**src/mstp_defs.vh**
```
// register offsets, field positions, reset values and timing counts for the microstep controller
`ifndef MSTP_DEFS_VH
`define MSTP_DEFS_VH
`define MSTP_ADDR_CTRL1 12'h000
`define MSTP_ADDR_CTRL2 12'h004
`define MSTP_ADDR_CTRL3 12'h008
`define MSTP_ADDR_STATX 12'h00c
`define MSTP_ADDR_STATY 12'h010
`define MSTP_ADDR_POS 12'h014
`define MSTP_C1_ENABLE 0
`define MSTP_C1_DIRPOL 1
`define MSTP_C1_RHPOL 2
`define MSTP_C1_STEPCMD 3
`define MSTP_C2_RES_LSB 0
`define MSTP_C3_SLOPE_LSB 0
`define MSTP_RESET_RES 3'h0
`define MSTP_RESET_POS 6'h08
`define MSTP_RESET_SLOPE 2'h0
`define MSTP_RES_16 3'h0
`define MSTP_RES_8 3'h1
`define MSTP_RES_4 3'h2
`define MSTP_RES_2 3'h3
`define MSTP_RES_FS1 3'h5
`define MSTP_RES_FS2 3'h7
`define MSTP_CLK_NS 10
`define MSTP_PWM_PERIOD_NS 20000
`define MSTP_PWM_CYCLES (`MSTP_PWM_PERIOD_NS / `MSTP_CLK_NS)
`define MSTP_DEAD_NS 100
`define MSTP_DEAD_CYCLES ((`MSTP_DEAD_NS + `MSTP_CLK_NS - 1) / `MSTP_CLK_NS)
`define MSTP_TRANS_NS 500
`define MSTP_TRANS_CYCLES (`MSTP_TRANS_NS / `MSTP_CLK_NS)
`endif

```
**src/mstp_ctrl.v**
```verilog
// step translator, two pwm current loops and apb register file of the microstep controller
//
// Functional notes
// each bridge has its own comparator loop switching the bridge from current error
// pwm edges sit on the internal pwm counter with a fixed period
// high and low switch of a half-bridge never on together; dead time between
// two-bit output slope field lives in control register three
// switch off a switch whose overvoltage outlasts the transition time; code turns off all four gates of that bridge until period end
// enable bit low tri-states both bridges; pins and bus keep working
// writing enable one restarts regulation at present translator currents
// forward plus slow decay normally; fast decay when set point falls
// measured duty cycle per winding stored in its own status register
// set point not reached by 75 percent of period forces top regulation
// top/bottom flag per winding in that winding's status register
// steps become currents from resolution, polarity bits and the three pins
// resolution codes 000 1/16, 001 1/8, 010 1/4, 011 1/2
// reset gives 1/16 resolution and position 8
// at 1/16 each step moves position by exactly one
// coarser resolution clears unused low position bits
// misaligned position reaches valid row after one step up or two down; code reaches it in one step down too
// finer resolution keeps position, new low bits zero
// coil x follows cosine, coil y sine of position times 360/64
// direction is direction pin xor direction polarity
// step on step pin rising edge or command bit; bit self-clears
// run is run/hold pin xor polarity; hold freezes position
// code 101 one coil at a time, 111 both coils at 71 percent
// position wraps modulo 64
// step increment 1, 2, 4 or 8 by resolution, sign by direction
`timescale 1ns/1ps
`include "mstp_defs.vh"
module mstp_ctrl #(
    parameter PWM_CYCLES = `MSTP_PWM_CYCLES
)(
    input wire clk,
    input wire resetn,
    input wire psel,
    input wire penable,
    input wire pwrite,
    input wire [11:0] paddr,
    input wire [31:0] pwdata,
    output reg [31:0] prdata,
    output wire pready,
    output wire pslverr,
    input wire stepAdvancePin,
    input wire directionPin,
    input wire runHoldPin,
    input wire [1:0] currentAboveX,
    input wire [1:0] overVoltX,
    input wire [1:0] currentAboveY,
    input wire [1:0] overVoltY,
    output reg [3:0] gateX,
    output reg [3:0] gateY,
    output wire driveEnableX,
    output wire driveEnableY,
    output reg [7:0] setPointX,
    output reg [7:0] setPointY,
    output wire [1:0] slopeSelect
);
    // gate bits: {high0, low0, high1, low1}; comparator/overvoltage bits: [0]=coil sign, [1]=second
    reg driveOutputEnable;
    reg directionPolarity;
    reg runHoldPolarity;
    reg stepAdvanceCommand;
    reg [2:0] stepResolutionSelect;
    reg [1:0] slope;
    reg [5:0] translatorPosition;
    reg [2:0] syncStep, syncDir, syncRun;
    reg stepLevel, dirLevel, runLevel;
    reg [15:0] pwmCount;
    reg restart;
    reg [7:0] prevMagX, prevMagY;
    reg [15:0] dutyX, dutyY;
    reg topX, topY;
    wire wr = psel & penable & pwrite;
    localparam integer LATE_MARK = (PWM_CYCLES * 3) / 4;
    localparam integer DEAD_CYCLES = `MSTP_DEAD_CYCLES;
    wire [15:0] lateMark = LATE_MARK[15:0];
    wire periodEnd = (pwmCount == PWM_CYCLES - 1);

    assign pready = 1'b1;
    assign pslverr = 1'b0;
    assign slopeSelect = slope;
    assign driveEnableX = driveOutputEnable;
    assign driveEnableY = driveOutputEnable;

    // quarter-wave sine magnitude table, 255 = full scale
    function [7:0] sineQuarter;
        input [3:0] idx;
        begin
            case (idx)
                4'h0: sineQuarter = 8'h00;
                4'h1: sineQuarter = 8'h19;
                4'h2: sineQuarter = 8'h32;
                4'h3: sineQuarter = 8'h4a;
                4'h4: sineQuarter = 8'h62;
                4'h5: sineQuarter = 8'h78;
                4'h6: sineQuarter = 8'h8e;
                4'h7: sineQuarter = 8'ha2;
                4'h8: sineQuarter = 8'hb4;
                4'h9: sineQuarter = 8'hc5;
                4'ha: sineQuarter = 8'hd4;
                4'hb: sineQuarter = 8'he1;
                4'hc: sineQuarter = 8'heb;
                4'hd: sineQuarter = 8'hf4;
                4'he: sineQuarter = 8'hfa;
                default: sineQuarter = 8'hfe;
            endcase
        end
    endfunction

    // sine of a 6-bit angle: {sign, magnitude}
    function [8:0] sineOf;
        input [5:0] a;
        reg [4:0] q;
        begin
            q = {1'b0, a[3:0]};
            if (a[4])
                q = 5'h10 - q;
            if (q == 5'h10)
                sineOf = {a[5], 8'hff};
            else
                sineOf = {a[5], sineQuarter(q[3:0])};
        end
    endfunction

    wire [8:0] sinY = sineOf(translatorPosition);
    wire [8:0] cosX = sineOf(translatorPosition + 6'h10);
    reg [8:0] targetX, targetY;
    always @*
    begin
        targetX = cosX;
        targetY = sinY;
        if (stepResolutionSelect == `MSTP_RES_FS1)
        begin
            targetX = translatorPosition[4] ? 9'h000 : {translatorPosition[5], 8'hff};
            targetY = translatorPosition[4] ? {translatorPosition[5], 8'hff} : 9'h000;
        end
        else if (stepResolutionSelect == `MSTP_RES_FS2)
        begin
            targetX = {cosX[8], 8'hb5};
            targetY = {sinY[8], 8'hb5};
        end
    end

    // step increment as a shift of the resolution
    reg [5:0] stepSize;
    reg [5:0] resMask;
    always @*
    begin
        case (stepResolutionSelect)
            `MSTP_RES_16: stepSize = 6'h01;
            `MSTP_RES_8: stepSize = 6'h02;
            `MSTP_RES_4: stepSize = 6'h04;
            `MSTP_RES_2: stepSize = 6'h08;
            default: stepSize = 6'h08;
        endcase
        resMask = ~(stepSize - 6'h01);
    end

    // three-stage synchronisers; a change counts when stages 2 and 3 agree
    always @(posedge clk or negedge resetn)
    begin
        if (!resetn)
        begin
            syncStep <= 3'h0;
            syncDir <= 3'h0;
            syncRun <= 3'h0;
            stepLevel <= 1'b0;
            dirLevel <= 1'b0;
            runLevel <= 1'b0;
        end
        else
        begin
            syncStep <= {syncStep[1:0], stepAdvancePin};
            syncDir <= {syncDir[1:0], directionPin};
            syncRun <= {syncRun[1:0], runHoldPin};
            if (syncStep[1] == syncStep[2])
                stepLevel <= syncStep[2];
            if (syncDir[1] == syncDir[2])
                dirLevel <= syncDir[2];
            if (syncRun[1] == syncRun[2])
                runLevel <= syncRun[2];
        end
    end

    wire stepPinEdge = (syncStep[1] == syncStep[2]) & syncStep[2] & ~stepLevel;
    wire direction = dirLevel ^ directionPolarity;
    wire runMode = runLevel ^ runHoldPolarity;
    wire stepTrigger = stepPinEdge | stepAdvanceCommand;
    wire [2:0] newRes = pwdata[`MSTP_C2_RES_LSB +: 3];
    wire resWrite = wr & (paddr == `MSTP_ADDR_CTRL2);

    // translator
    reg [5:0] next_translatorPosition;
    always @*
    begin
        next_translatorPosition = translatorPosition;
        if (stepTrigger & runMode)
        begin
            if (stepResolutionSelect == `MSTP_RES_FS1 || stepResolutionSelect == `MSTP_RES_FS2)
                next_translatorPosition = direction ? translatorPosition + 6'h10 : translatorPosition - 6'h10;
            else if ((translatorPosition & ~resMask) != 6'h00)
                next_translatorPosition = direction ? (translatorPosition & resMask) + stepSize
                                                    : (translatorPosition & resMask);
            else
                next_translatorPosition = direction ? translatorPosition + stepSize
                                                    : translatorPosition - stepSize;
        end
    end

    // coarser-mode mask for a resolution change
    reg [5:0] newMask;
    always @*
    begin
        case (newRes)
            `MSTP_RES_16: newMask = 6'h3f;
            `MSTP_RES_8: newMask = 6'h3e;
            `MSTP_RES_4: newMask = 6'h3c;
            `MSTP_RES_2: newMask = 6'h38;
            `MSTP_RES_FS1: newMask = 6'h30;
            `MSTP_RES_FS2: newMask = 6'h38;
            default: newMask = 6'h3f;
        endcase
    end

    always @(posedge clk or negedge resetn)
    begin
        if (!resetn)
        begin
            translatorPosition <= `MSTP_RESET_POS;
            stepResolutionSelect <= `MSTP_RESET_RES;
            driveOutputEnable <= 1'b0;
            directionPolarity <= 1'b0;
            runHoldPolarity <= 1'b0;
            stepAdvanceCommand <= 1'b0;
            slope <= `MSTP_RESET_SLOPE;
            restart <= 1'b0;
        end
        else
        begin
            restart <= 1'b0;
            if (resWrite)
            begin
                stepResolutionSelect <= newRes;
                // coarser clears low bits; finer keeps the position as is
                translatorPosition <= translatorPosition & newMask;
            end
            else
                translatorPosition <= next_translatorPosition;
            if (stepAdvanceCommand)
                stepAdvanceCommand <= 1'b0;
            if (wr && paddr == `MSTP_ADDR_CTRL1)
            begin
                driveOutputEnable <= pwdata[`MSTP_C1_ENABLE];
                restart <= pwdata[`MSTP_C1_ENABLE];
                directionPolarity <= pwdata[`MSTP_C1_DIRPOL];
                runHoldPolarity <= pwdata[`MSTP_C1_RHPOL];
                stepAdvanceCommand <= pwdata[`MSTP_C1_STEPCMD];
            end
            if (wr && paddr == `MSTP_ADDR_CTRL3)
                slope <= pwdata[`MSTP_C3_SLOPE_LSB +: 2];
        end
    end

    // pwm loop per bridge: forward until current reached, then decay
    reg [15:0] onTime [0:1];
    reg reached [0:1];
    reg fastDecay [0:1];
    reg [7:0] deadCnt [0:1];
    reg [7:0] ovCnt [0:1];
    reg trip [0:1];
    reg [3:0] gateReq [0:1];
    reg [3:0] gateNow [0:1];
    wire [8:0] tgt [0:1];
    wire [1:0] above [0:1];
    wire [1:0] ov [0:1];
    assign tgt[0] = targetX;
    assign tgt[1] = targetY;
    assign above[0] = currentAboveX;
    assign above[1] = currentAboveY;
    assign ov[0] = overVoltX;
    assign ov[1] = overVoltY;

    always @(posedge clk or negedge resetn)
    begin
        if (!resetn)
            pwmCount <= 16'h0000;
        else if (periodEnd || restart)
            pwmCount <= 16'h0000;
        else
            pwmCount <= pwmCount + 16'h0001;
    end

    genvar b;
    generate
        for (b = 0; b < 2; b = b + 1)
        begin : bridge
            wire forward = ~reached[b] & ~trip[b];
            wire sgn = tgt[b][8];
            always @*
            begin
                // forward drives by sign; slow decay both low; fast decay reverses
                if (!forward)
                    gateReq[b] = fastDecay[b] ? (sgn ? 4'b1001 : 4'b0110) : 4'b0101;
                else
                    gateReq[b] = sgn ? 4'b0110 : 4'b1001;
                if (trip[b])
                    gateReq[b] = 4'b0000;
            end
            always @(posedge clk or negedge resetn)
            begin
                if (!resetn)
                begin
                    reached[b] <= 1'b0;
                    fastDecay[b] <= 1'b0;
                    onTime[b] <= 16'h0000;
                    deadCnt[b] <= 8'h00;
                    gateNow[b] <= 4'h0;
                    ovCnt[b] <= 8'h00;
                    trip[b] <= 1'b0;
                end
                else
                begin
                    if (periodEnd || restart)
                    begin
                        reached[b] <= 1'b0;
                        onTime[b] <= 16'h0000;
                        trip[b] <= 1'b0;
                    end
                    else
                    begin
                        if (above[b][0])
                            reached[b] <= 1'b1;
                        if (forward)
                            onTime[b] <= onTime[b] + 16'h0001;
                    end
                    fastDecay[b] <= (b == 0 ? (targetX[7:0] < prevMagX) : (targetY[7:0] < prevMagY));
                    if (|ov[b] && gateNow[b] != 4'h0)
                    begin
                        if (ovCnt[b] >= `MSTP_TRANS_CYCLES)
                            trip[b] <= 1'b1;
                        else
                            ovCnt[b] <= ovCnt[b] + 8'h01;
                    end
                    else
                        ovCnt[b] <= 8'h00;
                    // dead interval: all off before any new pattern
                    if (gateReq[b] != gateNow[b] && gateNow[b] != 4'h0)
                    begin
                        gateNow[b] <= 4'h0;
                        deadCnt[b] <= DEAD_CYCLES[7:0];
                    end
                    else if (deadCnt[b] != 8'h00)
                        deadCnt[b] <= deadCnt[b] - 8'h01;
                    else
                        gateNow[b] <= gateReq[b];
                end
            end
        end
    endgenerate

    always @(posedge clk or negedge resetn)
    begin
        if (!resetn)
        begin
            gateX <= 4'h0;
            gateY <= 4'h0;
            setPointX <= 8'h00;
            setPointY <= 8'h00;
            prevMagX <= 8'h00;
            prevMagY <= 8'h00;
            dutyX <= 16'h0000;
            dutyY <= 16'h0000;
            topX <= 1'b0;
            topY <= 1'b0;
        end
        else
        begin
            gateX <= driveOutputEnable ? gateNow[0] : 4'h0;
            gateY <= driveOutputEnable ? gateNow[1] : 4'h0;
            setPointX <= targetX[7:0];
            setPointY <= targetY[7:0];
            if (periodEnd)
            begin
                prevMagX <= targetX[7:0];
                prevMagY <= targetY[7:0];
                dutyX <= onTime[0];
                dutyY <= onTime[1];
            end
            if (pwmCount == lateMark)
            begin
                topX <= ~reached[0];
                topY <= ~reached[1];
            end
        end
    end

    always @*
    begin
        case (paddr)
            `MSTP_ADDR_CTRL1: prdata = {28'h0, stepAdvanceCommand, runHoldPolarity, directionPolarity, driveOutputEnable};
            `MSTP_ADDR_CTRL2: prdata = {29'h0, stepResolutionSelect};
            `MSTP_ADDR_CTRL3: prdata = {30'h0, slope};
            `MSTP_ADDR_STATX: prdata = {15'h0, topX, dutyX};
            `MSTP_ADDR_STATY: prdata = {15'h0, topY, dutyY};
            `MSTP_ADDR_POS: prdata = {23'h0, runLevel, dirLevel, 1'b0, translatorPosition};
            default: prdata = 32'h0;
        endcase
    end
endmodule

```
**config.mk**
```make
export PLATFORM = sky130hd
export DESIGN_NAME = mstp_ctrl
export DESIGN_NICKNAME = d
export VERILOG_FILES = /design/src/mstp_ctrl.v
export VERILOG_INCLUDE_DIRS = /design/src /design/src/src
export SDC_FILE = /design/constraint.sdc
export NUM_CORES = 1
export LEC_CHECK = 0
export ABC_AREA = 1
export BUFFER_PORTS_ARGS = -buffer_cell sky130_fd_sc_hd__clkbuf_2
export CAP_MARGIN = 20
export CORE_MARGIN = 2
export CORE_UTILIZATION = 30
export CTS_BUF_LIST = sky130_fd_sc_hd__clkbuf_2 sky130_fd_sc_hd__clkbuf_4 sky130_fd_sc_hd__clkbuf_8
export DETAILED_ROUTE_END_ITERATION = 10
export PLACE_DENSITY = 0.53
export SETUP_SLACK_MARGIN = 0.15
export SYNTH_ARGS = -nofsm -noshare
export SYNTH_HDL_FRONTEND = slang
export SYNTH_SLANG_ARGS = --single-unit
```
**constraint.sdc**
```tcl
create_clock -name clk -period 3.1 [get_ports clk]
set_input_delay 0.62 -clock clk [delete_from_list [all_inputs] [get_ports clk]]
set_output_delay 0.62 -clock clk [all_outputs]
set_load 0.01 [all_outputs]
```
# [Word-level counts from Yosys, hierarchy flattened]
# Memory sizes are Yosys's and may differ from the RTL's.
# Cells that the tools add are included.
[totals] in_bits=60 regBits=196 romBits=256 memories=2 output_inout_bits=62
[classes] bitwise_logic=21 eq_ne=27 n_reduce_logical=25 addsub=15 n_mux=61 order_cmp=4
[mem_list] name="(name not given)" depth=16 word_bits=8 rd=1 rd_ports_with_merged_regs=0 wr=0 line_no="mstp_ctrl.v:90" rtl="case (idx)"
[mem_list] name="(name not given)" depth=16 word_bits=8 rd=1 rd_ports_with_merged_regs=0 wr=0 line_no="mstp_ctrl.v:90"
[ops] cell="one-hot mux 17 bit (6 select lines)" count=1
[ops] cell="2-to-1 mux 8 bit" count=12
[ops] cell="2-to-1 mux 16 bit" count=5
[ops] cell="2-to-1 mux 4 bit" count=16
[ops] cell="adder 16 x 1 -> 16 bit, second input constant" count=3
[ops] cell="2-to-1 mux 6 bit" count=7
[ops] cell="2-to-1 mux 9 bit" count=4
[ops] cell="equality test 16 x 11 -> 1 bit, second input constant" count=2
[ops] cell="equality test 12 x 4 -> 1 bit, second input constant" count=2
[ops] cell="equality test 12 x 5 -> 1 bit, second input constant" count=2
[ops] cell="AND 6 bit" count=3
[ops] cell="adder 8 x 1 -> 8 bit, second input constant" count=2
[ops] cell=">= comparator 8 x 6 -> 1 bit, second input constant" count=2
[ops] cell="less-than comparator 8 bit" count=2
[ops] cell="one-hot mux 4 bit (4 select lines)" count=1
[ops] cell="nonzero test 8 bit" count=2
[ops] cell="subtractor 8 x 1 -> 8 bit, second input constant" count=2
[ops] cell="nonzero test 2 bit" count=7
[ops] cell="equality test 12 x 3 -> 1 bit, second input constant" count=1
[ops] cell="equality test 3 bit, second input constant" count=4
[ops] cell="zero test 12 bit" count=1
[ops] cell="2-to-1 mux 1 bit" count=12
[ops] cell="inverter 6 bit" count=2
[ops] cell="one-hot mux 4 bit (3 select lines)" count=1
[ops] cell="24 further kinds" count=57

# [Longest topological paths before layout]
[depth] ltp_word=14 mapped_depth=19 mapped_depth_nobuf=18

# [Least setup slack after synthesis]
# No wires, ideal clock.
[synth_timing] kind="register -> register" start="register translatorPosition[0]" end="register fastDecay[1] (netlist name)" arrival_time_ns=3.251 t_required_ns=3.023 path_slack_ns=-0.228 stages_incl_launch_ff=16 setup_time_ns=0.077 period_less_slack_ns=3.328 path_cell_list="dfrtp_1 inv_1 ha_1 inv_1 o21ai_0 inv_1 ha_1 nor3b_1 nand3_2 o311ai_0 a21oi_1 inv_1 ha_1 a21oi_1 nand2_1 a21oi_1"
[synth_via] elab_chain_cells=8 elab_cells_between_ends=9 classes_between="add/sub (2); order compare (1); eq/ne (1); mux (4); memory (1)"
[synth_lines] item="start, declared" line_no="mstp_ctrl.v:66" rtl="reg [5:0] translatorPosition;"
[synth_lines] item="start signal, assigned" line_no="mstp_ctrl.v:230" rtl="translatorPosition <= `MSTP_RESET_POS;"
[synth_lines] item="start signal, assigned" line_no="mstp_ctrl.v:246" rtl="translatorPosition <= translatorPosition & newMask;"
[synth_lines] item="start signal, assigned" line_no="mstp_ctrl.v:249" rtl="translatorPosition <= next_translatorPosition;"
[synth_lines] item="adder 6 x 5 -> 6 bit (*)" line_no="mstp_ctrl.v:127" rtl="wire [8:0] cosX = sineOf(translatorPosition + 6'h10);"
[synth_lines] item="subtractor 5 x 4 -> 5 bit" line_no="mstp_ctrl.v:118" rtl="q = 5'h10 - q;"
[synth_lines] item="2-to-1 mux 5 bit (*)" line_no="mstp_ctrl.v:117" rtl="if (a[4])"
[synth_lines] item="memory read (16 x 8 bit) or equality test 5 bit (tied branches)"
[synth_lines] item="2-to-1 mux 8 bit (*)" line_no="mstp_ctrl.v:119" rtl="if (q == 5'h10)"
[synth_lines] item="2-to-1 mux 8 bit (*)" line_no="mstp_ctrl.v:138" rtl="else if (stepResolutionSelect == `MSTP_RES_FS2)"
[synth_lines] item="2-to-1 mux 9 bit (*)" line_no="mstp_ctrl.v:133" rtl="if (stepResolutionSelect == `MSTP_RES_FS1)"
[synth_lines] item="via targetX[3]" line_no="mstp_ctrl.v:128" rtl="reg [8:0] targetX, targetY;"
[synth_lines] item="less-than comparator 8 bit (*)"
[synth_lines] item="end signal, assigned by index" line_no="mstp_ctrl.v:337" rtl="fastDecay[b] <= (b == 0 ? (targetX[7:0] < prevMagX) : (targetY[7:0] < prevMagY));"
[synth_lines] item="end, declared" line_no="mstp_ctrl.v:268" rtl="reg fastDecay [0:1];"
# The timed path passes the listed nets; every way through them passes the cells marked *.
# A chain may end at the register's enable or synchronous reset.

# [Worst setup path in the final report]
[layout_timing] start="register translatorPosition[0]" end="register fastDecay[0] (netlist name)"
[layout_via] elab_chain_cells=7 elab_cells_between_ends=8 classes_between="add/sub (1); order compare (1); eq/ne (1); mux (4); memory (1)"
[layout_lines] item="subtractor 5 x 4 -> 5 bit" line_no="mstp_ctrl.v:118"
[layout_lines] item="2-to-1 mux 5 bit (*)" line_no="mstp_ctrl.v:117"
[layout_lines] item="memory read (16 x 8 bit) or equality test 5 bit (tied branches)"
[layout_lines] item="2-to-1 mux 8 bit (*)" line_no="mstp_ctrl.v:119"
[layout_lines] item="2-to-1 mux 8 bit (*)" line_no="mstp_ctrl.v:138"
[layout_lines] item="2-to-1 mux 9 bit (*)" line_no="mstp_ctrl.v:133"
[layout_lines] item="via targetY[3]" line_no="mstp_ctrl.v:128"
[layout_lines] item="less-than comparator 8 bit (*)" line_no="mstp_ctrl.v:337"
# Marked as above.

==> impl_results.md <==
- WL/cell: 13.48 µm
- Post-CTS setup buffers: 0
- Syn-to-layout area delta: 12.62%
- Status: complete, no violations
- Post-cts resize count: 0
- # Max-Cap Violations: 0
- Final Hold Fails: 0
- Largest net degree at the start of global routing: 76
- First-pass GRT wire length: 44190 µm
- Vias: 8969
- LEAKAGE: 5.986 nW
- Synthesized instance count: 1355
- Syn_area_per_cell: 8.091 µm²
- Setup total negative slack: 0 ns
- GP Congestion: 0.8477
- Clk_skew: 0.02562 ns
- Register area share after synthesis: 44.75%
- Placeable Area: 36260 µm²
- Initial antenna violation count: 0
- Peak Freq: 0.3679 GHz
- Slowest-stage cell, CP: dfrtp_2
- Initial core utilization: 30.23%
- ANT cells: 0
- Cts bufs inserted: 17
- Total clock sinks: 196
- IO Pins: 122
- Root buf cell: clkbuf_8
- Worst setup EP type: flip-flop
- Yosys warning count: 0
- Commonest non-fill, non-tap cell in the layout: nand2_1
- Final Critical Period: 2.718 ns
- CTS Hold Bufs: 0
- Clk pwr share: 19.4%
- Worst Hold Class: input pin to asynchronous set/reset pin
- Grt ovf: 0
- Die width: 195.2 µm
- Commonest cells after routing, fill and taps aside: nand2_1 (291), dfrtp_1 (193), inv_1 (176), o21ai_0 (114), nor2_1 (106)
- Worst Path Buf+Inv: 3
- Final setup margin: 0.3817 ns
- DP Worst Slack: 0.2320 ns
- Share of post-route cells with drive strength above 1: 13.30%
- Final nets: 1556
- Fin crit share: 87.69%
- Worst path cell trace: clkinvlp_4 -> ha_4 -> nand2_1 -> o21ai_2 -> inv_2 -> ha_1 -> nor3b_2 -> nand3_2 -> o311ai_0 -> a21oi_1 -> inv_1 -> ha_1 -> a21oi_1 -> nand2_1 -> a21oi_1
- Filler instances: 3883
- Number of nets with antenna violations after routing: 0
- Vias in the first global route: 8823
- CP Launch Type: flip-flop
- Detailed Route WL: 25870 µm
- Clk Latency, worst-skew pair: 0.51 ns
- Sw Pwr: 3.465 mW
- Drt drc: 0
- Worst VDD drop: 0.3250 mV
- Asr flop ratio synth: 100.0%
- Mapped Area: 10960 µm²
- Post-synth EDFFs: 0
- Comb power frac: 43.1%
- Worst EP required: 3.53 ns
- Fin util: 34.05%
- Unique cell type count in the Yosys netlist: 60
- H-tree lvl count: 4
- Synth Register Bits: 196
- Clock slew at reported path FFs: 0.12 ns
- Largest stage delay, worst path: 0.40 ns
- Relative slew slack: 47.78%
- Setup CP Type: flip-flop to flip-flop
- CP max FO: 7
- RSZ-0062 raised after global routing: true
- Iteration count of the initial detailed-routing pass: 5
- Finish-stage setup viols: 0
- Num rows: 70
- IO buf count: 74
- CTS tree: done
- Hpwl dp: 18890 µm
- GRT Total Usage: 14.24%
- Reg power frac: 37.5%
- Power density over cell area: 674.9 nW/µm²
- First DRT Iteration DRCs: 572
- DR vias/cell: 4.674
- Synth Flop Type: dfrtp_1
- Cell repeated most along the worst path: a21oi_1
- Crit-path leading delay family: adder cells
- Arr. time, crit path: 3.14 ns
- Sw Share: 41.58%
- Cell-internal power: 4.868 mW
- Die Ht: 195.2 µm
- Tightest Pin Transition: 0.7825 ns
- Die area: 38090 µm²
- Clock Tree Buf Depth: 2
- Max-slew violations: 0
-- cells in the mapped netlist, types with 3 or more instances --
library cell | n | area (µm²)
o21ai_0 | 117 | 585.6
nor3b_1 | 3 | 22.52
buf_4 | 19 | 142.6
a211oi_1 | 3 | 22.52
nand2_1 | 293 | 1100
buf_2 | 6 | 30.03
or2_2 | 3 | 18.77
xor2_1 | 17 | 148.9
a32o_1 | 10 | 100.1
nor2_2 | 7 | 43.79
clkbuf_1 | 22 | 82.58
nand2_4 | 5 | 56.30
nand3b_1 | 7 | 52.55
ha_1 | 57 | 713.2
a31oi_1 | 4 | 25.02
o21ai_2 | 5 | 43.79
o21ai_1 | 13 | 65.06
nand3_1 | 90 | 450.4
mux2_2 | 4 | 45.04
inv_1 | 178 | 668.1
nor2_1 | 106 | 397.9
inv_2 | 8 | 30.03
dfrtp_1 | 195 | 4880
o311ai_0 | 3 | 26.28
o211ai_1 | 9 | 67.56
a21oi_1 | 59 | 295.3
nor3_2 | 3 | 30.03
nand2_2 | 4 | 25.02
nand4_1 | 14 | 87.58
nor4_1 | 11 | 68.82
xnor2_1 | 12 | 105.1
o21a_1 | 3 | 22.52
nor3_1 | 30 | 150.1
-- metrics by stage --
step	total power, mW	hold WS, ns	cell area, µm²	std cells
global placement	6.703	0.3328	11960	1887
finish	8.333	0.1168	12350	1919
CTS	8.447	0.1280	12330	1919
global route	9.194	0.1571	12350	1919
floorplan	5.759	0.3244	11040	1370
detailed placement	6.777	0.3395	11960	1887
-- cell type report --
class | count | area, µm² | share of cell area, %
Clock buffer | 20 | 269.0 | 2.179
Inverter | 188 | 709.4 | 5.746
Multi-Input combinational cell | 936 | 5171 | 41.88
Sequential cell | 196 | 4908 | 39.75
Timing Repair Buffer | 99 | 604.3 | 4.895
Tap cell | 468 | 585.6 | 4.743
Clock inverter | 12 | 98.84 | 0.8006
-- worst reg2reg max path, delay by kind of cell (launching register included) --
kind / cells / cell delay (ns)
AOI/OAI and AO/OA: 5 / 0.77
adders and majority gates: 3 / 0.77
buffers and inverters: 3 / 0.31
DFF: 1 / 0.40
and+or+nand+nor: 4 / 0.42
-- metal layers --
metal | track usage, % | share of wire [%]
met2 | 23.76 | 47
met5 | 0 | 0
met4 | 4.608 | 1.9
met1 | 18.77 | 48
met3 | 2.470 | 2.8
-- final timing paths --
kind | startpoint | end | slack (ns) | depth (start not counted)
setup / recovery | translatorPosition[0]$_DFFE_PN0P_ | fastDecay[0]$_DFF_PN0_ | 0.38 | 15
hold / removal | resetn | prevMagX[2]$_DFFE_PN0P_ | 0.12 | 1
setup reg to reg | translatorPosition[0]$_DFFE_PN0P_ | fastDecay[0]$_DFF_PN0_ | 0.38 | 15
hold reg to reg | syncStep[0]$_DFF_PN0_ | syncStep[1]$_DFF_PN0_ | 0.36 | 0
max in group asynchronous | resetn | setPointY[2]$_DFF_PN0_ | 2.24 | 2
min in group clk | directionPin | syncDir[0]$_DFF_PN0_ | 0.22 | 1
-- state kept, by name, indices dropped and copies added (netlist names), 16 cells and up --
| name | count |
|---|---|
| ovCnt | 16 |
| dutyX | 16 |
| pwmCount | 16 |
| deadCnt | 16 |
| dutyY | 16 |
| onTime | 32 |
-- cells by family (layout without fill, tap and decap cells) --
family	count (synthesis)	count (layout)	synth area share, %
simple gates	587	587	24.04
compound gates	238	238	12.45
buf+inv	238	319	9.005
flops	196	196	44.75
fa+ha+maj	60	60	6.871
xor+xnor	29	29	2.317
mux	5	5	0.5021
other cells	2	17	0.06850
-- power by group through the flow --
stage / sequential (mW) / clock [mW] / combinational, mW
3_5_place_dp: 3.17 / 0 / 3.60
2_1_floorplan: 3.17 / 0 / 2.59
5_1_grt: 3.16 / 1.79 / 4.24
3_3_place_gp: 3.18 / 0 / 3.53
6_report: 3.12 / 1.62 / 3.59
4_1_cts: 3.13 / 1.70 / 3.62
(Power assumes the default switching activity.)
